### src/core/alarm_defines.vh
// Contract
// - Any alarm blinks indicator, drives alarm output if assigned
// - Selected alarm types disable motor current
// - Alarms halt motion and sequence execution
// - Repeating blink cycle, count per alarm
// - Query returns active alarm code
// - Clear by command, reset, or power
// - Position range alarm 32h, one blink
// - Stack exhausted raises 90h
// - Missing subroutine raises 94h
// - Overflow 98h, divide by zero 9Ah
// - Parameter out of range raises 99h
// - Counter write during motion raises 9Dh
// - Missing user variable raises 9Eh
// - Forbidden parameter write raises 9Fh
// - Incompatible motion start raises A0h
// - User alarm command raises E0h
// - End-wait timeout raises 10h, four blinks
// - Done source: internal window or driver
// - Both limits active raises 60h, seven
`ifndef ALARM_DEFINES_VH
`define ALARM_DEFINES_VH
`define CODE_POS_RANGE    8'h32
`define CODE_STACK        8'h90
`define CODE_SEQ_REF      8'h94
`define CODE_CALC_OVF     8'h98
`define CODE_PARAM_RANGE  8'h99
`define CODE_ZERO_DIV     8'h9A
`define CODE_PC_WRITE     8'h9D
`define CODE_VAR_REF      8'h9E
`define CODE_PARAM_WRITE  8'h9F
`define CODE_MOTION_BUSY  8'hA0
`define CODE_USER         8'hE0
`define CODE_END_TIMEOUT  8'h10
`define CODE_LS_LOGIC     8'h60
`define CODE_NONE         8'h00
`define BLINKS_ONE        4'h1
`define BLINKS_FOUR       4'h4
`define BLINKS_SEVEN      4'h7
`define BLINK_ON_MS       200
`define BLINK_OFF_MS      200
`define BLINK_GAP_MS      1200
`define CLK_KHZ           125000
`define MS_TICK_CYCLES    (`CLK_KHZ)
`define SOURCE_COUNT      13
`endif

### src/core/motion_alarm_handler.v
`timescale 1ns/10ps
`include "alarm_defines.vh"
module motion_alarm_handler #(
	parameter MS_TICK      = `MS_TICK_CYCLES,
	parameter BLINK_ON     = `BLINK_ON_MS,
	parameter BLINK_OFF    = `BLINK_OFF_MS,
	parameter BLINK_GAP    = `BLINK_GAP_MS,
	// One bit per detector index; a set bit cuts motor current for that alarm
	parameter [12:0] CURRENT_OFF_MASK = 13'h1000
) (
	// Clock and reset
	input  wire        sys_clk_in,
	input  wire        srst_in,
	// Fault reports from the sequence and motion engines, same clock
	input  wire        pos_range_err_in,
	input  wire        stack_overflow_in,
	input  wire        seq_ref_err_in,
	input  wire        calc_overflow_in,
	input  wire        param_range_err_in,
	input  wire        zero_div_in,
	input  wire        pc_write_in,
	input  wire        var_ref_err_in,
	input  wire        param_write_err_in,
	input  wire        motion_start_in,
	input  wire        motion_busy_in,
	input  wire        user_alarm_cmd_in,
	// End-wait timing and its done sources
	input  wire        wait_motion_finish_in,
	input  wire        home_seek_in,
	input  wire        drive_done_select_in,
	input  wire        done_range_window_in,
	input  wire        driver_end_in,
	input  wire [31:0] motion_end_timeout_in,
	// Limit switch pins, asynchronous to the clock
	input  wire        limit_pos_in,
	input  wire        limit_neg_in,
	// Host configuration and commands
	input  wire        alarm_out_assigned_in,
	input  wire        alarm_clear_cmd_in,
	input  wire        reset_cmd_in,
	input  wire        alarm_code_query_in,
	// Alarm reporting
	output reg  [7:0]  alarm_code_out,
	output reg         alarm_code_valid_out,
	output wire        alarm_active_out,
	output wire        alarm_output_out,
	output reg         alarm_led_out,
	output wire        halt_out,
	output wire        current_off_out
);
	// One-hot blink sequencer states
	localparam ST_IDLE = 3'b001;
	localparam ST_ON   = 3'b010;
	localparam ST_OFF  = 3'b100;

	// Code table indexed by detector position; earlier entries win
	// Limits and timeout come first since they concern the mechanism itself
	function [7:0] code_of;
		input integer idx;
		begin
			case (idx)
			0:       code_of = `CODE_LS_LOGIC;
			1:       code_of = `CODE_END_TIMEOUT;
			2:       code_of = `CODE_POS_RANGE;
			3:       code_of = `CODE_STACK;
			4:       code_of = `CODE_SEQ_REF;
			5:       code_of = `CODE_CALC_OVF;
			6:       code_of = `CODE_PARAM_RANGE;
			7:       code_of = `CODE_ZERO_DIV;
			8:       code_of = `CODE_PC_WRITE;
			9:       code_of = `CODE_VAR_REF;
			10:      code_of = `CODE_PARAM_WRITE;
			11:      code_of = `CODE_MOTION_BUSY;
			12:      code_of = `CODE_USER;
			default: code_of = `CODE_NONE;
			endcase
		end
	endfunction

	// Blink count per latched code
	// Codes not listed blink once
	function [3:0] blinks_of;
		input [7:0] code;
		begin
			case (code)
			`CODE_LS_LOGIC:    blinks_of = `BLINKS_SEVEN;
			`CODE_END_TIMEOUT: blinks_of = `BLINKS_FOUR;
			default:           blinks_of = `BLINKS_ONE;
			endcase
		end
	endfunction

	// Limit pins come from outside: three stages, change taken when 2 and 3 agree
	// Both pins share one synchroniser shape, so a generate loop builds them
	wire [1:0] lim_raw = {limit_neg_in, limit_pos_in};
	wire [1:0] lim_ok;
	genvar     g;
	generate
		for (g = 0; g < 2; g = g + 1) begin : lim_sync
			reg [2:0] sync_q;
			reg       level_q;
			always @(posedge sys_clk_in) begin
				if (srst_in) begin
					sync_q  <= 3'h0;
					level_q <= 1'b0;
				end else begin
					sync_q <= {sync_q[1:0], lim_raw[g]};
					// Disagreeing stages mean the pin is still settling: keep the old level
					if (sync_q[1] == sync_q[2])
						level_q <= sync_q[2];
				end
			end
			assign lim_ok[g] = level_q;
		end
	endgenerate

	// Motion done source select
	// Selection is read live, so changing it mid-wait swaps the source at once
	wire motion_done = drive_done_select_in ? driver_end_in : done_range_window_in;

	// End-wait timer runs while waiting and not yet done
	// A zero timeout alarms on the first waiting cycle that is not yet done
	reg  [31:0] wait_cnt_q;
	wire        waiting = wait_motion_finish_in | home_seek_in;
	wire        end_timeout = waiting & ~motion_done & (wait_cnt_q >= motion_end_timeout_in);
	always @(posedge sys_clk_in) begin
		if (srst_in || !waiting || motion_done)
			wait_cnt_q <= 32'h0;
		else if (wait_cnt_q != 32'hFFFFFFFF) // Saturate, never wrap past the limit
			wait_cnt_q <= wait_cnt_q + 32'h1;
	end

	// Detector vector, position order sets priority
	// Busy-qualified detectors ignore counter writes and starts made at rest
	wire [12:0] fault;
	assign fault[0]  = lim_ok[0] & lim_ok[1];
	assign fault[1]  = end_timeout;
	assign fault[2]  = pos_range_err_in;
	assign fault[3]  = stack_overflow_in;
	assign fault[4]  = seq_ref_err_in;
	assign fault[5]  = calc_overflow_in;
	assign fault[6]  = param_range_err_in;
	assign fault[7]  = zero_div_in;
	assign fault[8]  = pc_write_in & motion_busy_in;
	assign fault[9]  = var_ref_err_in;
	assign fault[10] = param_write_err_in;
	assign fault[11] = motion_start_in & motion_busy_in;
	assign fault[12] = user_alarm_cmd_in;

	// Priority pick of the lowest-index fault
	// Scanning downward lets the lowest index write last, so it wins
	reg [7:0]  new_code;
	reg        new_cur_off;
	integer    i;
	always @* begin
		new_code    = `CODE_NONE;
		new_cur_off = 1'b0;
		for (i = `SOURCE_COUNT - 1; i >= 0; i = i - 1) begin
			if (fault[i]) begin
				new_code    = code_of(i);
				new_cur_off = CURRENT_OFF_MASK[i];
			end
		end
	end

	// Latched alarm state; every listed alarm is command-clearable
	reg [7:0] code_q;
	reg       active_q;
	reg       cur_off_q;
	reg [3:0] blink_cnt_q;
	reg [7:0] code_d;
	reg       active_d;
	reg       cur_off_d;
	reg [3:0] blink_cnt_d;
	wire      any_fault = |fault;

	// A valid clear: reset command always, clear command only with no fault standing
	wire      alarm_drop = reset_cmd_in | (active_q & alarm_clear_cmd_in & ~any_fault);

	// Next alarm state: a valid clear first, then a new fault
	always @* begin
		code_d      = code_q;
		active_d    = active_q;
		cur_off_d   = cur_off_q;
		blink_cnt_d = blink_cnt_q;
		if (alarm_drop) begin
			// A fault present in a reset-command clear does not keep the alarm: clear wins
			code_d      = `CODE_NONE;
			active_d    = 1'b0;
			cur_off_d   = 1'b0;
			blink_cnt_d = 4'h0;
		end else if (!active_q && any_fault) begin
			// First code is kept; later faults cannot overwrite it
			code_d      = new_code;
			active_d    = 1'b1;
			cur_off_d   = new_cur_off;
			blink_cnt_d = blinks_of(new_code);
		end
	end

	// Alarm flip-flops; the blink count is latched so no decoder sits on the sequencer path
	always @(posedge sys_clk_in) begin
		if (srst_in) begin
			code_q      <= `CODE_NONE;
			active_q    <= 1'b0;
			cur_off_q   <= 1'b0;
			blink_cnt_q <= 4'h0;
		end else begin
			code_q      <= code_d;
			active_q    <= active_d;
			cur_off_q   <= cur_off_d;
			blink_cnt_q <= blink_cnt_d;
		end
	end

	// Status outputs follow the latched state
	assign alarm_active_out = active_q;
	assign alarm_output_out = active_q & alarm_out_assigned_in;
	assign halt_out         = active_q;
	assign current_off_out  = cur_off_q;

	// Query answer one cycle later, held as data from a flip-flop
	// Valid repeats the query one cycle late, so a one-cycle query gives a one-cycle pulse; the code stands until the next query
	always @(posedge sys_clk_in) begin
		if (srst_in) begin
			alarm_code_out       <= `CODE_NONE;
			alarm_code_valid_out <= 1'b0;
		end else begin
			alarm_code_valid_out <= alarm_code_query_in;
			if (alarm_code_query_in)
				alarm_code_out <= code_q;
		end
	end

	// Millisecond enable from a divider
	// MS_TICK must fit in 17 bits; a faster clock needs a wider divider
	reg [16:0] div_q;
	wire       ms_tick = (div_q == MS_TICK[16:0] - 17'h1);
	always @(posedge sys_clk_in) begin
		if (srst_in || ms_tick)
			div_q <= 17'h0;
		else
			div_q <= div_q + 17'h1;
	end

	// Blink sequencer: N pulses then a long gap, repeating while active
	// Restarts from the first pulse whenever a new alarm is latched
	// Phase lengths must stay below 4096 ms ticks, the width of the ms counter
	reg [2:0]  st_q;
	reg [11:0] ms_q;
	reg [3:0]  pulse_q;

	// End-of-phase decodes for the dark part of the cycle
	wire       more_pulses = (pulse_q < blink_cnt_q);
	wire       off_done    = (ms_q == BLINK_OFF[11:0] - 12'h1);
	wire       gap_done    = (ms_q == BLINK_GAP[11:0] - 12'h1);

	// Sequencer flip-flops; dark in the clear cycle so the indicator never outlives the alarm
	always @(posedge sys_clk_in) begin
		if (srst_in || !active_q || alarm_drop) begin
			st_q          <= ST_IDLE;
			ms_q          <= 12'h0;
			pulse_q       <= 4'h0;
			alarm_led_out <= 1'b0;
		end else begin
			case (st_q)
			ST_IDLE: begin
				// First pulse starts one cycle after the alarm latches
				st_q          <= ST_ON;
				ms_q          <= 12'h0;
				pulse_q       <= 4'h1;
				alarm_led_out <= 1'b1;
			end
			ST_ON: begin
				// Lit phase lasts BLINK_ON ms ticks
				if (ms_tick) begin
					if (ms_q == BLINK_ON[11:0] - 12'h1) begin
						ms_q          <= 12'h0;
						st_q          <= ST_OFF;
						alarm_led_out <= 1'b0;
					end else
						ms_q <= ms_q + 12'h1;
				end
			end
			ST_OFF: begin
				// Dark phase: short pause between pulses, long gap after the last
				if (ms_tick) begin
					// Last pulse of the group waits the long gap
					if ((more_pulses && off_done) || (!more_pulses && gap_done)) begin
						ms_q          <= 12'h0;
						st_q          <= ST_ON;
						alarm_led_out <= 1'b1;
						pulse_q       <= more_pulses ? pulse_q + 4'h1 : 4'h1;
					end else
						ms_q <= ms_q + 12'h1;
				end
			end
			default: begin
				// Illegal state: recover to idle and dark
				st_q          <= ST_IDLE;
				alarm_led_out <= 1'b0;
			end
			endcase
		end
	end
endmodule

### config.mk
export PLATFORM = sky130hd
export DESIGN_NAME = motion_alarm_handler
export DESIGN_NICKNAME = d
export VERILOG_FILES = /design/src/core/motion_alarm_handler.v
export VERILOG_INCLUDE_DIRS = /design/src /design/src/core
export SDC_FILE = /design/constraint.sdc
export NUM_CORES = 1
export LEC_CHECK = 0
export BUFFER_PORTS_ARGS = -buffer_cell sky130_fd_sc_hd__buf_2
export CAP_MARGIN = 0
export CORE_MARGIN = 4
export CORE_UTILIZATION = 60
export DETAILED_ROUTE_END_ITERATION = 16
export GPL_TIMING_DRIVEN = 0
export PLACE_DENSITY = 0.9
export SYNTH_ARGS = -nofsm -noshare
export SYNTH_HDL_FRONTEND = slang
export SYNTH_SLANG_ARGS = --single-unit
### constraint.sdc
create_clock -name sys_clk_in -period 4.7 [get_ports sys_clk_in]
set_input_delay 0.94 -clock sys_clk_in [delete_from_list [all_inputs] [get_ports sys_clk_in]]
set_output_delay 0.94 -clock sys_clk_in [all_outputs]
set_load 0.02 [all_outputs]
## Word level (Yosys, flattened, before mapping)

Index checks and enable logic that the tools add are counted.

| storage, ports and cells | value |
|---|---|
| register bits | 100 |
| bits of input ports | 57 |
| output and inout bits | 14 |
| logic and storage cells | 115 |

| cells by class | value |
|---|---|
| $add $sub $neg | 4 |
| order comparisons | 2 |
| eq/ne operators | 15 |
| muxes and demuxes | 47 |
| bitwise gates (word level) | 12 |
| reductions and logical operators | 19 |

Operators by type and width:

| cell | count |
|---|---|
| 8-bit 2-to-1 mux | 13 |
| 12-bit 2-to-1 mux | 4 |
| 12-bit one-hot mux with 3 select lines | 1 |
| 32-bit by 1-bit adder with 32-bit output, second input constant | 1 |
| 32-bit greater-or-equal comparator | 1 |
| 32-bit inequality test, second input constant | 1 |
| 1-bit 2-to-1 mux | 18 |
| 17-bit by 1-bit adder with 17-bit output, second input constant | 1 |
| 17-bit == test, second input constant | 1 |
| 13-bit OR reduction | 1 |
| 12-bit by 1-bit adder with 12-bit output, second input constant | 1 |
| 12-bit by 11-bit == test with 1-bit output, second input constant | 1 |
| 12-bit by 8-bit == test with 1-bit output, second input constant | 1 |
| 3-bit 2-to-1 mux | 4 |
| 4-bit 2-to-1 mux | 3 |
| 3-bit one-hot mux with 3 select lines | 1 |
| 1-bit AND | 8 |
| 8-bit by 5-bit == test with 1-bit output, second input constant | 1 |
| 8-bit by 7-bit == test with 1-bit output, second input constant | 1 |
| 2-bit inequality test, second input constant | 4 |
| 4-bit one-hot mux with 2 select lines | 1 |
| 1-bit logical OR | 6 |
| 3-bit one-hot mux with 2 select lines | 1 |
| 3-bit AND reduction | 2 |
| 15 further kinds | 22 |

## Longest topological paths before layout

| logic depth | value |
|---|---|
| depth after elaboration | 15 |
| mapped depth | 10 |
| mapped depth without buffers | 9 |

## Worst setup path before layout

OpenSTA, ideal clock, no wires.

| timing path | value |
|---|---|
| kind | input port to flip-flop |
| start | in motion_end_timeout_in[17] |
| end | reg code_q[7] |
| setup time | 0.131 ns |
| arrival time | 2.907 ns |
| data required time | 4.569 ns |
| setup slack | 1.661 ns |
| cell stages on the path | 10 |
| buffers on the path | 1 |
| cells stage by stage | inv_1 -> ha_1 -> a21o_1 -> nand3_1 -> a21oi_1 -> o311ai_0 -> nand3_1 -> o21ai_0 -> clkbuf_1 -> nor3_1 |

| between the ends | value |
|---|---|
| cells in the longest elaborated chain, start to end | 7 |
| elaborated cells on any way between the ends | 10 |
| classes of those cells | 1 x order compare; 2 x mux; 4 x bitwise; 3 x reduce/logical |

Ends and longest elaborated chain:

| element | RTL line | text |
|---|---|---|
| from (decl) | motion_alarm_handler.v:33 | `input wire [31:0] motion_end_timeout_in,` |
| 32-bit greater-or-equal comparator * | motion_alarm_handler.v:125 | `wire end_timeout = waiting & ~motion_done & (wait_cnt_q >= motion_end_timeout_in);` |
| 1-bit AND * | motion_alarm_handler.v:125 |  |
| 13-bit OR reduction | motion_alarm_handler.v:175 | `wire any_fault = \|fault;` |
| 1-bit NOT | motion_alarm_handler.v:178 | `wire alarm_drop = reset_cmd_in \| (active_q & alarm_clear_cmd_in & ~any_fault);` |
| 1-bit AND | motion_alarm_handler.v:178 |  |
| 1-bit OR | motion_alarm_handler.v:178 |  |
| 2-bit OR reduction (no line) | n/a |  |
| to (signal assigned) | motion_alarm_handler.v:204 | `` code_q <= `CODE_NONE; `` |
| to (signal assigned) | motion_alarm_handler.v:209 | `code_q <= code_d;` |
| to (decl) | motion_alarm_handler.v:167 | `reg [7:0] code_q;` |

Every way passes the cells marked *; elsewhere a longest branch is shown, timed or not.
A chain may end at the register's enable or synchronous reset.

## Final worst setup path

| timing path | value |
|---|---|
| start | in motion_end_timeout_in[17] |
| end | reg code_q[5] |

Same word-level chain as after synthesis.

==> impl_metrics.toml <==
[layout]
drive_above_1_share = 0.1370
postLayoutCellArea_um2 = 5979
antenna_cells = 0
fin_util = 0.6890
syn_to_final_growth_pct = 12.61
final_cells = 838
nNetsFinal = 820

[setup_path]
setup.worst_path.class = "input port to flop"
crit_family = "compound AO/OA/AOI/OAI gates"
r2r_slack_ps = 1530
cp-start-kind = "input port"
worstPathArrival_ps = 3710
crit_cells = 11
max_stage_delay_ps = 860
r2r_cells = 8
crit_path_max_fanout = 10
worstPathRequired_ps = 4930
cp-startpoint = "motion_end_timeout_in[17]"
path_buf_inv = 3
r2r_end = "code_q[5]"
rr_startpoint = "wait_cnt_q[25]"
crit_path_frequent_cell = "nand3_1"
path_cells = "buf_2 -> inv_1 -> ha_1 -> a21o_1 -> nand3_1 -> a21oi_1 -> o311ai_0 -> nand3_1 -> o21ai_0 -> clkbuf_1 -> a221oi_1"
end_kind = "flop"
crit_slowest_cell = "o311ai_0"

[logic_synthesis]
ys_seq_area_frac = 0.3732
synth_fp_nets = 740
syn-cell-area_um2 = 5310
synth_edf_count = 0
ys_warn_count = 0
synthArstFlopShare = 0
yosys_most_used_dff = "dfxtp_1"
syn_inst = 645
synth.distinct_cells = 55
ys_seq_elements = 99
syn_avg_cell_area_um2 = 8.233

[floorplan]
die_area_um2 = 10420
fp-row-count = 34
die_h_um = 102.1
core_um2 = 8678
start_util = 0.6119
ios = 71
die_w_um = 102.1

[power_and_ir_drop]
p_int_mw = 1.102
swShare = 0.2602
comb_power_share = 0.078
switchingPower_mw = 0.3877
p_leak_nw = 2.407
p_clk_frac = 0.347
seq_power_share = 0.575
p_per_area_nw_per_um2 = 249.1
power_mw = 1.490
ir_drop_mv = 0.1423

[placement]
routabilityCongestion = 0.9311
place_ws_ps = 898.9
post-dp-hpwl_um = 9304
io_buffers = 69
placed_cells = 822
postPlaceCellArea_um2 = 5791

[hold_path]
hold_class = "flop to flop"
hold_end = "div_q[0]"
min-delay-start = "div_q[0]"
hold_depth = 1

[sta]
period_minus_slack_ps = 3478
finClkSkew_ps = 11.09
fin_ws_ps = 1222
setup_viol = 0
drv_slew = 0
setup_tns_ps = 0
timing.fmax_ghz = 0.2875
period_share = 0.7401
slew_headroom = 0.2582
worst_pin_slew_ps = 1097
rsz0062_at_grt = "false"
hold_violations = 0
whs_ps = 450.1

[global_routing]
grt_pass1_vias = 4593
track_usage = 0.2389
grt-ovfl-total = 0
grt_max_degree = 19
antenna_found_initial = 0
grt_pass1_wl_um = 20220

[cts]
cts_setup_buffers = 0
htree_levels = 3
insertion_delay_ps = 360
cts_resized = 0
clkTransAtPathRegs_ps = 100
clock_path_buffers = 2
numCtsBuffers = 9
cts_tree = "yes"
hold_buffers = 0
cts_root_buffer = "clkbuf_8"
clock_sinks = 99

[routing]
ant_nets = 0
wl_per_cell_um = 14.28
drt_drc_violations_left = 0
dr.pass1.iters = 5
num_vias = 4796
viasPerCell = 5.723
drt_iter0_markers = 294
routed_wl_um = 11970

[run_status]
status = "completed"

[job]
maxCapViolations = 0
==> cell usage in the layout (no fill, tap or decap), types with 4 or more instances in the layout <==
cell and count:
a32oi_1 4, xnor2_1 29, clkbuf_8 9, mux2i_1 10, a21oi_1 43, ha_1 38
o21ai_0 23, nor3_1 26, inv_1 49, or3_1 9, nor2b_1 10, buf_2 69
and3_1 12, nand3_1 28, nor4_1 7, nand2_1 48, xor2_1 18, clkbuf_1 15
dfxtp_1 99, nor2_1 89, nand4_1 21, nand2b_1 12, and2_1 6
==> state kept, by name, summed over array words and instances, names as in the netlist, 2 cells and up <==
signal	flops
code_q	8
pulse_q	4
blink_cnt_q	3
wait_cnt_q	32
lim_sync.level_q	2
alarm_code_out	8
ms_q	12
div_q	17
st_q	3
lim_sync.sync_q	6
==> power groups by stage <==
| stage | combinational, mW | clock (mW) | sequential (mW) |
|---|---|---|---|
| after floorplan | 0.0646 | 0 | 0.877 |
| after global placement | 0.110 | 0 | 0.876 |
| after detailed placement | 0.115 | 0 | 0.876 |
| after CTS | 0.116 | 0.530 | 0.857 |
| after global routing | 0.130 | 0.567 | 0.859 |
| final | 0.116 | 0.517 | 0.857 |
==> worst max-delay path by stage <==
stage	to	slack, ps
floorplan	code_q[7]	1660
global placement	code_q[5]	1010
detailed placement	code_q[5]	900
CTS	code_q[5]	1280
global route	code_q[5]	940
finish	code_q[5]	1220
==> logic make-up (layout without fill, tap and decap cells) <==
family,after synthesis,in the layout,share of synthesized area
muxes,12,12,0.02309
xor gates and xnor gates,47,47,0.07752
adders and majority gates,38,38,0.08954
buffers and inverters,64,149,0.04595
and+or+nand+nor,289,289,0.2802
DFF,99,99,0.3732
AOI/OAI and AO/OA,96,96,0.1105
==> Yosys cell counts (all sizes together) (4+ instances only) <==
cell type,n,area [um^2]
inv,49,183.9
mux2i,10,100.1
nand3,28,140.1
o21ai,23,115.1
and2,6,37.54
or3,9,56.30
nand4,21,131.4
nor2b,10,62.56
nand2b,12,75.07
ha,38,475.5
dfxtp,99,1982
clkbuf,14,52.55
xnor2,29,254.0
nor2,89,334.1
xor2,18,157.7
nor4,9,86.33
and3,12,75.07
nand2,48,180.2
a32oi,4,35.03
a21oi,44,224.0
nor3,26,130.1
==> per-layer routing <==
metal / up-vias / track usage / routed length, um
li1: 2408 / - / -
met1: 2215 / 0.2893 / 5109
met2: 158 / 0.4233 / 5972
met3: 15 / 0.04437 / 686
met4: 0 / 0.08476 / 201
met5: - / 0 / 0
==> cell type report <==
| cell class | instances | area, um^2 |
|---|---|---|
| clock buffers | 10 | 127.6 |
| repair buffers | 69 | 345.3 |
| well taps | 108 | 135.1 |
| plain buffers | 15 | 60.06 |
| clock inverters | 6 | 61.31 |
| flip-flops and latches | 99 | 1982 |
| inverters | 49 | 183.9 |
| multi-input cells | 482 | 3084 |
| fillers | 660 | 2699 |
(Power assumes the default switching activity.)
